## config.mk

```make
export PLATFORM = sky130hd
export DESIGN_NAME = ics_sequencer
export DESIGN_NICKNAME = d
export VERILOG_FILES = /design/src/rtl/ics_pkg.sv /design/src/rtl/ics_sequencer.sv
export SDC_FILE = /design/constraint.sdc
export NUM_CORES = 1
export LEC_CHECK = 0
export ABC_AREA = 1
export BUFFER_PORTS_ARGS = -buffer_cell sky130_fd_sc_hd__buf_2
export CORE_AREA = 2 2 221 223
export CTS_CLUSTER_SIZE = 20
export DETAILED_ROUTE_END_ITERATION = 12
export DIE_AREA = 0 0 223 225
export MAX_ROUTING_LAYER = met4
export PLACE_DENSITY_LB_ADDON = 0.08
export SYNTH_ARGS = -nofsm -noshare
export SYNTH_HDL_FRONTEND = slang
export SYNTH_SLANG_ARGS = --single-unit
```

## constraint.sdc

```tcl
create_clock -name CLK -period 4.95 [get_ports CLK]
set_input_delay 0.495 -clock CLK [delete_from_list [all_inputs] [get_ports CLK]]
set_output_delay 0.495 -clock CLK [all_outputs]
set_load 0.02 [all_outputs]
```

## src/rtl/ics_pkg.sv

```systemverilog
// package for the interrupt and advance-clock sequencer
package ics_pkg;
    localparam int          ICS_WORD_W     = 48;
    localparam int          ICS_ADDR_W     = 15;
    localparam logic [14:0] ICS_TRAP_BASE  = 15'h0007;
    localparam logic [14:0] ICS_TRAP_LAST  = 15'h000F;
    localparam logic [14:0] ICS_CLOCK_ADDR = 15'h0000;
    localparam logic [5:0]  ICS_FC_ADVCLK  = 6'h3F;
    localparam logic [5:0]  ICS_FC_37      = 6'h1F;
    // register byte addresses
    localparam logic [7:0]  ICS_REG_CTRL   = 8'h00;
    localparam logic [7:0]  ICS_REG_STAT   = 8'h04;
    localparam logic [7:0]  ICS_REG_PADDR  = 8'h08;
    localparam logic [7:0]  ICS_REG_ACC    = 8'h0C;
    localparam logic [7:0]  ICS_REG_QREG   = 8'h10;
    localparam logic [7:0]  ICS_REG_INSTR  = 8'h14;
    localparam logic [7:0]  ICS_REG_XCHG   = 8'h18;
    localparam logic [31:0] ICS_CTRL_RST   = 32'h0000_0000;
    localparam logic [1:0]  ICS_RESP_OKAY  = 2'h0;
    localparam logic [1:0]  ICS_RESP_SLVERR = 2'h2;

    typedef enum logic [3:0] {
        ST_IDLE  = 4'h0,
        ST_ENTRY = 4'h1,
        ST_SAVE  = 4'h2,
        ST_TRAPR = 4'h3,
        ST_TRAPW = 4'h4,
        ST_EXIT  = 4'h5,
        ST_CRD   = 4'h6,
        ST_CWAIT = 4'h7,
        ST_CADD  = 4'h8,
        ST_CWR   = 4'h9,
        ST_CEND  = 4'hA
    } ics_state_e;

    typedef struct packed {
        logic        req;
        logic        wr;
        logic [14:0] addr;
        logic [47:0] wdata;
        logic [47:0] wmask;
    } ics_mem_req_s;
endpackage

```

## src/rtl/ics_sequencer.sv

```systemverilog
// interrupt and advance-clock control sequencer with axi4-lite registers
// Contract
// RULE_01 - enter interrupt sequence on pending interrupt, also during fetch or search
// RULE_02 - record internal or external type unless advance clock
// RULE_03 - not clock: copy program address to exchange low, clear control flops
// RULE_04 - load program address with trap 7 to 17 octal by type
// RULE_05 - set lockout blocking interrupts until jump back to trap upper half
// RULE_06 - clear all external requests when external interrupt present
// RULE_07 - reset internal request; pending requests wait for lockout clear
// RULE_08 - interrupt exit flop copies the half word exit flop
// RULE_09 - start storage read of trap location at program address
// RULE_10 - clear internal request flop, then set write operand wait storage
// RULE_11 - set return jump flop during interrupt sequence
// RULE_12 - clear interrupt-or-clock request after storage initiation
// RULE_13 - interrupted address into exchange upper, written into trap upper field only
// RULE_14 - trap word to instruction register, then always half exit to lower
// RULE_15 - clock request sets action, slave, advance flops and combined request
// RULE_16 - clock: complement exit flop then enter read operand
// RULE_17 - clock operand address is zero; read location zero
// RULE_18 - save accumulator into Q, restore it at end
// RULE_19 - exchange forced plus one into cleared accumulator, add word zero
// RULE_20 - sum to exchange, write back into location zero
// RULE_21 - set function code flop 00+77 for advance clock
// RULE_22 - clear clock wait, request, slave; set function 37 flop
`timescale 1ns/100ps
module ics_sequencer
    import ics_pkg::*;
(
    // clock and reset
    input  wire logic                CLK,
    input  wire logic                RST,
    // interrupt sources
    input  wire logic                INT_REQ_INTERNAL,
    input  wire logic [3:0]          INT_REQ_EXTERNAL,
    input  wire logic                ADV_CLOCK_REQ,
    input  wire logic                FETCH_ACTIVE,
    input  wire logic                SEARCH_ACTIVE,
    input  wire logic                JUMP_TO_TRAP_UPPER,
    // core memory
    output ics_mem_req_s             MEM_REQ,
    input  wire logic                MEM_DONE,
    input  wire logic [47:0]         MEM_RDATA,
    // status
    output logic                     INTERRUPT_LOCKOUT,
    output logic                     HALF_EXIT,
    // axi4-lite slave
    input  wire logic [7:0]          S_AXI_AWADDR,
    input  wire logic                S_AXI_AWVALID,
    output logic                     S_AXI_AWREADY,
    input  wire logic [31:0]         S_AXI_WDATA,
    input  wire logic [3:0]          S_AXI_WSTRB,
    input  wire logic                S_AXI_WVALID,
    output logic                     S_AXI_WREADY,
    output logic [1:0]               S_AXI_BRESP,
    output logic                     S_AXI_BVALID,
    input  wire logic                S_AXI_BREADY,
    input  wire logic [7:0]          S_AXI_ARADDR,
    input  wire logic                S_AXI_ARVALID,
    output logic                     S_AXI_ARREADY,
    output logic [31:0]              S_AXI_RDATA,
    output logic [1:0]               S_AXI_RRESP,
    output logic                     S_AXI_RVALID,
    input  wire logic                S_AXI_RREADY
);

    ics_state_e   state_r;
    logic [14:0]  prog_addr_r;
    logic [47:0]  xchg_r;
    logic [47:0]  acc_r;
    logic [47:0]  q_r;
    logic [47:0]  instruction_holding_reg;
    logic         interrupt_lockout_ff;
    logic         interrupt_exit_ff;
    logic         return_jump_ff;
    logic         interrupt_or_clock_request_ff;
    logic         clock_action_request_ff;
    logic         clock_request_slave_ff;
    logic         clock_wait_ff;
    logic         internal_request_ff;
    logic         half_word_exit_ff;
    logic         force_plus_one_ff;
    logic         function_37_ff;
    logic         advance_clock_function_ff;
    logic         adv_clock_ff;
    logic         int_internal_ff;
    logic         int_external_ff;
    logic         wo_wait_storage_ff;
    logic [3:0]   ext_pend_r;
    logic [3:0]   ext_s1_r;
    logic [3:0]   ext_s2_r;
    logic [3:0]   ext_s3_r;
    logic [3:0]   ext_lvl_r;
    logic [3:0]   ext_rise;
    logic [2:0]   int_s_r;
    logic [2:0]   clk_s_r;
    logic         int_edge;
    logic         clk_edge;
    logic         ext_any;
    logic         pending;
    ics_mem_req_s mem_r;
    logic [31:0]  ctrl_r;
    logic         aw_got_r;
    logic         w_got_r;
    logic [7:0]   awaddr_r;
    logic [31:0]  wdata_r;
    logic         clr_ext_pulse;

    function automatic logic [14:0] trap_addr(input logic internal, input logic [3:0] ext);
        logic [14:0] a;
        a = ICS_TRAP_BASE;
        if (!internal) begin
            a = ICS_TRAP_BASE + 15'h0001;
            for (int i = 0; i < 4; i++) begin
                if (ext[i] && a == ICS_TRAP_BASE + 15'h0001) begin
                    a = ICS_TRAP_BASE + 15'(2 * i + 2);
                end
            end
        end
        if (a > ICS_TRAP_LAST) begin
            a = ICS_TRAP_LAST;
        end
        return a;
    endfunction

    ////////////////////////////////////////////////////////////////////////////////
    // input synchronisers
    always_ff @(posedge CLK) begin
        if (RST) begin
            ext_s1_r <= 4'h0;
            ext_s2_r <= 4'h0;
            ext_s3_r <= 4'h0;
            int_s_r  <= 3'h0;
            clk_s_r  <= 3'h0;
        end else begin
            ext_s1_r <= INT_REQ_EXTERNAL;
            ext_s2_r <= ext_s1_r;
            ext_s3_r <= ext_s2_r;
            int_s_r  <= {int_s_r[1:0], INT_REQ_INTERNAL};
            clk_s_r  <= {clk_s_r[1:0], ADV_CLOCK_REQ};
        end
    end

    assign int_edge = int_s_r[1] & int_s_r[2];
    assign clk_edge = clk_s_r[1] & clk_s_r[2];
    assign ext_any  = |ext_pend_r;
    // a held request line counts once, so the sequence clear is not undone
    assign ext_rise = ext_s2_r & ext_s3_r & ~ext_lvl_r;
    // lockout blocks all interrupts; clock requests still pass
    assign pending  = !interrupt_lockout_ff && (internal_request_ff || ext_any); // RULE_05
    assign clr_ext_pulse = (state_r == ST_TRAPR) && int_external_ff;

    ////////////////////////////////////////////////////////////////////////////////
    // request flops: set wins over clear
    always_ff @(posedge CLK) begin
        if (RST) begin
            ext_pend_r <= 4'h0;
            ext_lvl_r  <= 4'h0;
        end else begin
            ext_lvl_r  <= (ext_s2_r & ext_s3_r) | (ext_lvl_r & (ext_s2_r | ext_s3_r));
            ext_pend_r <= ext_rise |
                          (clr_ext_pulse ? 4'h0 : ext_pend_r); // RULE_06
        end
    end

    always_ff @(posedge CLK) begin
        if (RST) begin
            internal_request_ff <= 1'b0;
        end else if (int_edge && !interrupt_lockout_ff) begin
            internal_request_ff <= 1'b1;
        end else if (state_r == ST_TRAPR && int_internal_ff) begin
            internal_request_ff <= 1'b0; // RULE_07 RULE_10
        end
    end

    always_ff @(posedge CLK) begin
        if (RST) begin
            interrupt_lockout_ff <= 1'b0;
        end else if (state_r == ST_SAVE && !adv_clock_ff) begin
            interrupt_lockout_ff <= 1'b1; // RULE_05
        end else if (JUMP_TO_TRAP_UPPER) begin
            interrupt_lockout_ff <= 1'b0;
        end
    end

    always_ff @(posedge CLK) begin
        if (RST) begin
            half_word_exit_ff <= 1'b0;
        end else if (state_r == ST_ENTRY && adv_clock_ff) begin
            half_word_exit_ff <= !half_word_exit_ff; // RULE_16
        end else if (state_r == ST_EXIT) begin
            half_word_exit_ff <= 1'b1;
        end
    end

    ////////////////////////////////////////////////////////////////////////////////
    // main sequence
    always_ff @(posedge CLK) begin
        if (RST) begin
            state_r                       <= ST_IDLE;
            prog_addr_r                   <= 15'h0000;
            xchg_r                        <= 48'h0;
            acc_r                         <= 48'h0;
            q_r                           <= 48'h0;
            instruction_holding_reg       <= 48'h0;
            interrupt_exit_ff             <= 1'b0;
            return_jump_ff                <= 1'b0;
            interrupt_or_clock_request_ff <= 1'b0;
            clock_action_request_ff       <= 1'b0;
            clock_request_slave_ff        <= 1'b0;
            clock_wait_ff                 <= 1'b0;
            force_plus_one_ff             <= 1'b0;
            function_37_ff                <= 1'b0;
            advance_clock_function_ff     <= 1'b0;
            adv_clock_ff                  <= 1'b0;
            int_internal_ff               <= 1'b0;
            int_external_ff               <= 1'b0;
            wo_wait_storage_ff            <= 1'b0;
            mem_r                         <= '0;
        end else begin
            mem_r.req <= 1'b0;
            unique case (state_r)
                ST_IDLE: begin
                    function_37_ff <= 1'b0;
                    if (clk_edge && ctrl_r[0]) begin
                        clock_action_request_ff       <= 1'b1; // RULE_15
                        clock_request_slave_ff        <= 1'b1; // RULE_15
                        adv_clock_ff                  <= 1'b1; // RULE_15
                        clock_wait_ff                 <= 1'b1;
                        interrupt_or_clock_request_ff <= 1'b1; // RULE_15
                        state_r                       <= ST_ENTRY;
                    end else if (pending) begin
                        // fetch or search in progress does not hold off entry
                        interrupt_or_clock_request_ff <= 1'b1; // RULE_01
                        state_r                       <= ST_ENTRY;
                    end
                end
                ST_ENTRY: begin
                    xchg_r <= 48'h0;
                    if (!adv_clock_ff) begin
                        int_internal_ff <= internal_request_ff; // RULE_02
                        int_external_ff <= !internal_request_ff; // RULE_02
                        state_r         <= ST_SAVE;
                    end else begin
                        state_r <= ST_CRD;
                    end
                end
                ST_SAVE: begin
                    xchg_r[14:0]    <= prog_addr_r; // RULE_03
                    return_jump_ff  <= 1'b0; // RULE_03
                    force_plus_one_ff <= 1'b0; // RULE_03
                    prog_addr_r     <= trap_addr(int_internal_ff, ext_pend_r); // RULE_04
                    interrupt_exit_ff <= half_word_exit_ff; // RULE_08
                    state_r         <= ST_TRAPR;
                end
                ST_TRAPR: begin
                    mem_r.req  <= 1'b1; // RULE_09
                    mem_r.wr   <= 1'b0;
                    mem_r.addr <= prog_addr_r; // RULE_09
                    wo_wait_storage_ff <= 1'b1; // RULE_10
                    return_jump_ff     <= 1'b1; // RULE_11
                    interrupt_or_clock_request_ff <= 1'b0; // RULE_12
                    xchg_r[29:15] <= xchg_r[14:0]; // RULE_13
                    state_r <= ST_TRAPW;
                end
                ST_TRAPW: begin
                    if (MEM_DONE) begin
                        instruction_holding_reg <= MEM_RDATA; // RULE_14
                        mem_r.req   <= 1'b1;
                        mem_r.wr    <= 1'b1;
                        mem_r.wdata <= xchg_r;
                        mem_r.wmask <= 48'h0000_3FFF_8000; // RULE_13
                        int_internal_ff <= 1'b0;
                        int_external_ff <= 1'b0;
                        state_r <= ST_EXIT;
                    end
                end
                ST_EXIT: begin
                    if (MEM_DONE) begin
                        wo_wait_storage_ff <= 1'b0;
                        state_r <= ST_IDLE; // RULE_14
                    end
                end
                ST_CRD: begin
                    xchg_r[14:0]      <= prog_addr_r;
                    mem_r.req         <= 1'b1;
                    mem_r.wr          <= 1'b0;
                    mem_r.addr        <= ICS_CLOCK_ADDR; // RULE_17
                    force_plus_one_ff <= 1'b1;
                    q_r               <= acc_r; // RULE_18
                    acc_r             <= 48'h1; // RULE_19
                    advance_clock_function_ff <= 1'b1; // RULE_21
                    state_r <= ST_CWAIT;
                end
                ST_CWAIT: begin
                    force_plus_one_ff <= 1'b0;
                    if (MEM_DONE) begin
                        xchg_r  <= MEM_RDATA;
                        state_r <= ST_CADD;
                    end
                end
                ST_CADD: begin
                    acc_r   <= acc_r + xchg_r; // RULE_19
                    state_r <= ST_CWR;
                end
                ST_CWR: begin
                    xchg_r      <= acc_r; // RULE_20
                    mem_r.req   <= 1'b1;
                    mem_r.wr    <= 1'b1;
                    mem_r.addr  <= ICS_CLOCK_ADDR; // RULE_20
                    mem_r.wdata <= acc_r; // RULE_20
                    mem_r.wmask <= '1;
                    clock_wait_ff           <= 1'b0; // RULE_22
                    clock_action_request_ff <= 1'b0; // RULE_22
                    clock_request_slave_ff  <= 1'b0; // RULE_22
                    function_37_ff          <= 1'b1; // RULE_22
                    state_r <= ST_CEND;
                end
                ST_CEND: begin
                    if (MEM_DONE) begin
                        acc_r <= q_r; // RULE_18
                        interrupt_or_clock_request_ff <= 1'b0;
                        advance_clock_function_ff <= 1'b0;
                        adv_clock_ff <= 1'b0;
                        state_r <= ST_IDLE;
                    end
                end
                default: state_r <= ST_IDLE;
            endcase
        end
    end

    assign MEM_REQ           = mem_r;
    assign INTERRUPT_LOCKOUT = interrupt_lockout_ff;
    assign HALF_EXIT         = (state_r == ST_EXIT) && return_jump_ff;

    ////////////////////////////////////////////////////////////////////////////////
    // axi4-lite slave
    assign S_AXI_AWREADY = !aw_got_r && !S_AXI_BVALID;
    assign S_AXI_WREADY  = !w_got_r && !S_AXI_BVALID;
    assign S_AXI_ARREADY = !S_AXI_RVALID;

    always_ff @(posedge CLK) begin
        if (RST) begin
            aw_got_r     <= 1'b0;
            w_got_r      <= 1'b0;
            awaddr_r     <= 8'h00;
            wdata_r      <= 32'h0;
            ctrl_r       <= ICS_CTRL_RST;
            S_AXI_BVALID <= 1'b0;
            S_AXI_BRESP  <= ICS_RESP_OKAY;
        end else begin
            if (S_AXI_AWVALID && S_AXI_AWREADY) begin
                aw_got_r <= 1'b1;
                awaddr_r <= S_AXI_AWADDR;
            end
            if (S_AXI_WVALID && S_AXI_WREADY) begin
                w_got_r <= 1'b1;
                wdata_r <= S_AXI_WDATA;
            end
            if (aw_got_r && w_got_r) begin
                aw_got_r     <= 1'b0;
                w_got_r      <= 1'b0;
                S_AXI_BVALID <= 1'b1;
                if (awaddr_r == ICS_REG_CTRL) begin
                    ctrl_r      <= {31'h0, wdata_r[0]};
                    S_AXI_BRESP <= ICS_RESP_OKAY;
                end else begin
                    S_AXI_BRESP <= ICS_RESP_SLVERR;
                end
            end else if (S_AXI_BVALID && S_AXI_BREADY) begin
                S_AXI_BVALID <= 1'b0;
            end
        end
    end

    always_ff @(posedge CLK) begin
        if (RST) begin
            S_AXI_RVALID <= 1'b0;
            S_AXI_RDATA  <= 32'h0;
            S_AXI_RRESP  <= ICS_RESP_OKAY;
        end else if (S_AXI_ARVALID && S_AXI_ARREADY) begin
            S_AXI_RVALID <= 1'b1;
            S_AXI_RRESP  <= ICS_RESP_OKAY;
            unique case (S_AXI_ARADDR)
                ICS_REG_CTRL:  S_AXI_RDATA <= ctrl_r;
                ICS_REG_STAT:  S_AXI_RDATA <= {12'h0, 4'(state_r), ext_pend_r,
                                               function_37_ff, advance_clock_function_ff,
                                               force_plus_one_ff, half_word_exit_ff,
                                               internal_request_ff, clock_wait_ff,
                                               clock_request_slave_ff,
                                               clock_action_request_ff,
                                               interrupt_or_clock_request_ff,
                                               return_jump_ff, interrupt_exit_ff,
                                               interrupt_lockout_ff};
                ICS_REG_PADDR: S_AXI_RDATA <= {17'h0, prog_addr_r};
                ICS_REG_ACC:   S_AXI_RDATA <= acc_r[31:0];
                ICS_REG_QREG:  S_AXI_RDATA <= q_r[31:0];
                ICS_REG_INSTR: S_AXI_RDATA <= instruction_holding_reg[31:0];
                ICS_REG_XCHG:  S_AXI_RDATA <= xchg_r[31:0];
                default: begin
                    S_AXI_RDATA <= 32'h0;
                    S_AXI_RRESP <= ICS_RESP_SLVERR;
                end
            endcase
        end else if (S_AXI_RVALID && S_AXI_RREADY) begin
            S_AXI_RVALID <= 1'b0;
        end
    end

    ////////////////////////////////////////////////////////////////////////////////
    // assertions
    lockout_set_a: assert property (@(posedge CLK) disable iff (RST)
        (state_r == ST_SAVE && !adv_clock_ff) |=> interrupt_lockout_ff) // RULE_05
        else $error("lockout not set");
    trap_range_a: assert property (@(posedge CLK) disable iff (RST)
        (state_r == ST_TRAPR) |-> (prog_addr_r >= ICS_TRAP_BASE && prog_addr_r <= ICS_TRAP_LAST)) // RULE_04
        else $error("trap address out of range");
    trap_read_a: assert property (@(posedge CLK) disable iff (RST)
        (state_r == ST_TRAPR) |=> (mem_r.req && !mem_r.wr && mem_r.addr == $past(prog_addr_r))) // RULE_09
        else $error("trap read missing");
    rjump_set_a: assert property (@(posedge CLK) disable iff (RST)
        (state_r == ST_EXIT) |-> return_jump_ff && !interrupt_or_clock_request_ff) // RULE_11
        else $error("return jump or request wrong");
    save_addr_a: assert property (@(posedge CLK) disable iff (RST)
        (state_r == ST_SAVE) |=> xchg_r[14:0] == $past(prog_addr_r)) // RULE_03
        else $error("address not saved");
    clock_zero_a: assert property (@(posedge CLK) disable iff (RST)
        (state_r == ST_CRD) |=> (mem_r.req && mem_r.addr == ICS_CLOCK_ADDR && q_r == $past(acc_r))) // RULE_17
        else $error("clock read or save wrong");
    clock_sum_a: assert property (@(posedge CLK) disable iff (RST)
        (state_r == ST_CADD) |=> acc_r == $past(xchg_r) + 48'h1) // RULE_19
        else $error("increment wrong");
    clock_end_a: assert property (@(posedge CLK) disable iff (RST)
        (state_r == ST_CWR) |=> (function_37_ff && !clock_wait_ff && !clock_request_slave_ff)) // RULE_22
        else $error("clock end flops wrong");
    exit_copy_a: assert property (@(posedge CLK) disable iff (RST)
        (state_r == ST_SAVE) |=> interrupt_exit_ff == $past(half_word_exit_ff)) // RULE_08
        else $error("exit flop not copied");

endmodule

```

; After elaboration in Yosys (flattened, before gate mapping)
; Cells that the tools add are included.
[word_totals]
register_bits = 397
out_inout_bits = 156
[classes]
add_sub_neg = 1
order_cmp = 1
eq_ne = 26
mux = 64
bitwise_logic = 9
reduce_logical = 72
[op_table]
columns = op, n
row1 = $mux 15, 16
row2 = $pmux 32 s7, 1
row3 = $pmux 96 s2, 1
row4 = $pmux 48 s3, 1
row5 = $pmux 15 s4, 2
row6 = $mux 48, 2
row7 = $mux 96, 1
row8 = $pmux 18 s3, 1
row9 = $add 48x48->48, 1
row10 = $eq 15x4->1 const B, 3
row11 = $pmux 4 s10, 1
row12 = $pmux 15 s2, 1
row13 = $reduce_bool 2->1, 13
row14 = $eq 8x5->1 const B, 3
row15 = $mux 4, 6
row16 = $reduce_and 2->1, 10
row17 = $logic_and 1x1->1, 19
row18 = $mux 1, 17
row19 = $eq 4x3->1 const B, 4
row20 = $eq 8x4->1 const B, 2
row21 = $logic_not 8->1, 2
row22 = $pmux 1 s2, 8
row23 = $gt 15x4->1 const B, 1
row24 = $and 4x4->4, 3
row25 = other kinds (24), 54

; Logic depth before layout (Yosys ltp)
[logic_depth]
ltp_word = 24
depth_mapped = 14

; Worst setup path after synthesis
; No wires, ideal clock.
[synth_path]
path_kind = register -> register
from = register xchg_r[0]
to = register acc_r[44]
setup_time_ns = 0.119
arrival_time_ns = 1.724
required_time_ns = 4.831
setup_slack_ns = 3.107
path_stages_with_launch = 14
path_buffers = 0
path_cell_list = dfxtp_1 ha_1 inv_1 fa_1 inv_1 nand3_1 nand3_1 nand3_1 nand3_1 nand2_1 nand3_1 nand2_1 nand3_1 a21oi_1
[synth_between]
elab_chain_len = 2
[synth_lines]
columns = element, line_no
row1 = start: declaration, ics_sequencer.sv:68  ; logic [47:0] xchg_r;
row2 = start signal: assignment, ics_sequencer.sv:248  ; xchg_r[14:0] <= prog_addr_r;
row3 = start signal: assignment, ics_sequencer.sv:284  ; xchg_r[14:0] <= prog_addr_r;
row4 = start signal: assignment, ics_sequencer.sv:306  ; xchg_r <= acc_r;
row5 = $add 48x48->48, ics_sequencer.sv:302  ; acc_r <= acc_r + xchg_r;
row6 = $pmux 48 s3, ics_sequencer.sv:221  ; unique case (state_r)
row7 = end signal: assignment, ics_sequencer.sv:302
row8 = end signal: assignment, ics_sequencer.sv:320  ; acc_r <= q_r;
row9 = end: declaration, ics_sequencer.sv:69  ; logic [47:0] acc_r;
; No other way between the ends.
; A chain may end at the register's enable or synchronous reset.

; Final worst setup path
[layout_path]
from = register state_r[1]
to = register acc_r[36]
[layout_between]
elab_chain_len = 3
word_cells_on_any_way = 7
cone_classes = 4 x eq/ne / 1 x mux / 2 x reduce/logical
[layout_lines]
columns = element, line_no
row1 = start: declaration, ics_sequencer.sv:66  ; ics_state_e state_r;
row2 = start signal: assignment, ics_sequencer.sv:199  ; state_r <= ST_IDLE;
row3 = start signal: assignment, ics_sequencer.sv:230  ; state_r <= ST_ENTRY;
row4 = start signal: assignment, ics_sequencer.sv:234  ; state_r <= ST_ENTRY;
row5 = $eq 4x4->1 or $eq 4x3->1 (tied branches), ics_sequencer.sv:221
row6 = $ne 2x2->1 (no line) or $reduce_bool 3->1 (tied branches), n/a
row7 = $reduce_and 2->1 (no line), n/a
; Parallel ways exist; a longest one is shown, timed or not.

==> impl_metrics.py <==
metrics = {
    "setup_path": {
        "cp_num_buf_inv": 3,
        "max_stage_delay_ps": 770,
        "worstPathArrival_ps": 3800,
        "required_ps": 5450,
        "cp_max_fo": 46,
        "path_common_cell": "inv_2",
        "path_delay_family": "buffers and inverters",
        "slowest_stage": "nor2_4",
        "crit_path_cell_trace": "inv_2 > nor2_1 > inv_2 > nor2_4 > o21ai_4 > inv_2 > o21ai_0 > a21oi_1",
        "endpoint_kind": "register",
        "cp-start-kind": "register",
        "criticalPathCategory": "register to register",
    },
    "clocking": {
        "clk_latency_ps": 580,
        "post-cts-setup-buffers": 0,
        "cts-buffers-inserted": 39,
        "clock-sinks": 327,
        "cts_resized": 0,
        "cts_buffer_depth": 3,
        "cts_hold_buf": 0,
        "cts-root-buf": "clkbuf_16",
        "h-tree-depth": 2,
        "clk_pin_slew_ps": 60,
        "cts_tree": "built",
    },
    "global_routing": {
        "grt-ovfl-total": 0,
        "grtUsageTotal_pct": 27.4,
        "antenna_found_initial": 0,
        "grt_max_degree": 98,
        "first_global_vias": 16900,
        "grt_first_pass_wirelength_um": 103000,
    },
    "status": {
        "status": "finished clean",
    },
    "sta": {
        "fmax_mhz": 303,
        "worstMarginPinSlew_ps": 1120,
        "period_needed_ps": 3300,
        "setup_viol": 0,
        "slew_headroom_pct": 25.0,
        "tns_ps": 0,
        "finClkSkew_ps": 31.6,
        "fin_crit_sh_pct": 66.6,
        "rsz0062_at_grt": "no",
        "slew_violations": 0,
        "setup_slack_ps": 1650,
        "hold_viol_final": 0,
    },
    "cells_and_area": {
        "instances_no_fill": 3531,
        "largest_register_ff_count": 56,
        "nNetsFinal": 3052,
        "layout-drive-gt1-share_pct": 12.2,
        "fin_area_um2": 20500,
        "syn_to_final_growth_pct": 13.8,
        "antenna_cells": 0,
    },
    "synthesis": {
        "synth_top_area_cell": "dfxtp_1",
        "avgSynthCellArea_um2": 6.48,
        "yosysUniqueCellTypes": 49,
        "ys_warn_count": 0,
        "synthArstFlopShare_pct": 0,
        "ys_seq_elements": 327,
        "synthFlopType": "dfxtp_1",
        "synthCells": 2776,
        "synth_edf_count": 0,
        "synth_area_leaders": "dfxtp_1 36%, nand2_1 16%, a21oi_1 7.5%, inv_1 7.4%, o21ai_0 5.7%",
        "synth_area_um2": 18000,
        "yosysSeqAreaShare_pct": 36.4,
        "synth_top_area_share_pct": 36.4,
    },
    "floorplan": {
        "die_w_um": 223,
        "std_cell_rows": 80,
        "ios": 273,
        "die_h_um": 225,
        "dieArea_um2": 50200,
        "initial_core_util_pct": 37.8,
        "core_area_um2": 47500,
    },
    "route": {
        "dr.pass1.iters": 6,
        "antenna_left": 0,
        "drt-wirelength-per-cell_um": 19.3,
        "drc": 0,
        "drt-total-wl_um": 68200,
        "vias": 18400,
        "via_per_inst": 5.21,
        "drtIter0Drc": 1560,
    },
    "place": {
        "gp_congestion": 0.914,
        "dpl.hpwl_um": 50600,
        "dpl_cell_area_um2": 19100,
        "dp_cells": 3461,
        "dp_slack_ps": 1750,
        "port_buffers": 222,
    },
    "power_and_ir_drop": {
        "power_frac_seq_pct": 41.2,
        "max-vdd-ir-drop_uv": 252,
        "p_per_area_nw_per_um2": 392,
        "total_power_mw": 8.02,
        "p_leak_nw": 9.46,
        "power_frac_comb_pct": 20.7,
        "p_int_mw": 5.31,
        "power_switching_share_pct": 33.7,
        "p_sw_mw": 2.70,
        "clkPwrFrac_pct": 38.2,
    },
    "job": {
        "maxCapViolations": 0,
    },
    "hold_path": {
        "min_path_type": "primary input to register",
    },
}
[logic make-up after synthesis]
logic type,after synthesis,share of synthesized area [%]
AOI/OAI and AO/OA,647,20.0
xor gates and xnor gates,2,0.0975
adders and majority gates,48,3.38
buffers and inverters,550,13.1
DFF,327,36.4
other,1,0.0209
and+or+nand+nor,1201,27.0
[metal layers]
metal	vias to the layer above	part of all wire (%)	GRT usage, %
met5	-	0	-
met1	8627	46	36.8
met4	0	3.0	8.72
met3	81	5.4	3.30
met2	537	45	43.0
li1	9134	-	-
[final timing paths]
| kind | start | end | slack [ps] | cells past startpoint |
|---|---|---|---|---|
| worst min register to register | int_s_r[0]$_SDFF_PP0_ | int_s_r[1]$_SDFF_PP0_ | 400 | 2 |
| worst max register to register | state_r[1]$_SDFFE_PP0P_ | acc_r[36]$_SDFFE_PP0P_ | 1650 | 8 |
| worst max-delay path | state_r[1]$_SDFFE_PP0P_ | acc_r[36]$_SDFFE_PP0P_ | 1650 | 8 |
| worst min-delay path | ADV_CLOCK_REQ | clk_s_r[0]$_SDFF_PP0_ | 130 | 3 |
[cells in the final DEF (no fill, tap or decap), drive strengths merged, types with 47 or more instances in the layout]
cell and count:
nand2 783, dfxtp 327, a31oi 49, nand3 121, a21oi 268, buf 240
clkbuf 51, nor2 240, o21ai 229, inv 368, ha 47
[cells in the mapped netlist (2+ instances only)]
master	count
dfxtp_1	327
o21bai_1	3
buf_4	64
nand3b_1	7
nand2_1	781
o21ai_0	204
nor4_1	3
o21ai_1	24
o2111ai_1	10
a31oi_1	48
nor2_2	4
o221a_2	2
o211ai_1	25
a311oi_1	2
inv_2	15
nand3_1	121
a211oi_1	16
inv_1	352
a221oi_1	14
o22ai_1	17
ha_1	47
or2_2	19
nor3_1	9
nand2_2	2
a21oi_1	268
o31ai_1	2
clkbuf_1	78
nor2_1	231
a21o_1	3
buf_2	33
a22o_1	3
buf_1	6
nor2_4	5
nand4_1	16
[tightest hold or removal path, delay by kind of cell]
family | cells | cell delay (ps)
simple gates | 1 | 60
buf+inv | 2 | 100
[cell type report]
cell class	instances	area, µm²
repair buffers	240	1260
multi-input cells	1911	9130
clock buffers	51	1100
clock inverters	19	264
well taps	615	769
inverters	368	1380
fillers	5139	27100
flip-flops and latches	327	6550
[power groups by stage]
| stage | registers [mW] | clock network (mW) | logic [mW] |
|---|---|---|---|
| 5_1_grt | 3.33 | 3.22 | 1.85 |
| 2_1_floorplan | 3.22 | 0 | 1.19 |
| 3_3_place_gp | 3.34 | 0 | 1.63 |
| 4_1_cts | 3.29 | 3.11 | 1.66 |
| 3_5_place_dp | 3.35 | 0 | 1.65 |
| 6_report | 3.30 | 3.06 | 1.66 |
[through the flow]
stage                     utilization [%]  hold WS, ps
after floorplan                         -          388
after global placement               40.2          390
after detailed placement             40.2          394
after CTS                            43.0          109
after global routing                 43.0          118
final                                43.0          129
No activity file was read; power rests on OpenSTA's default activity.
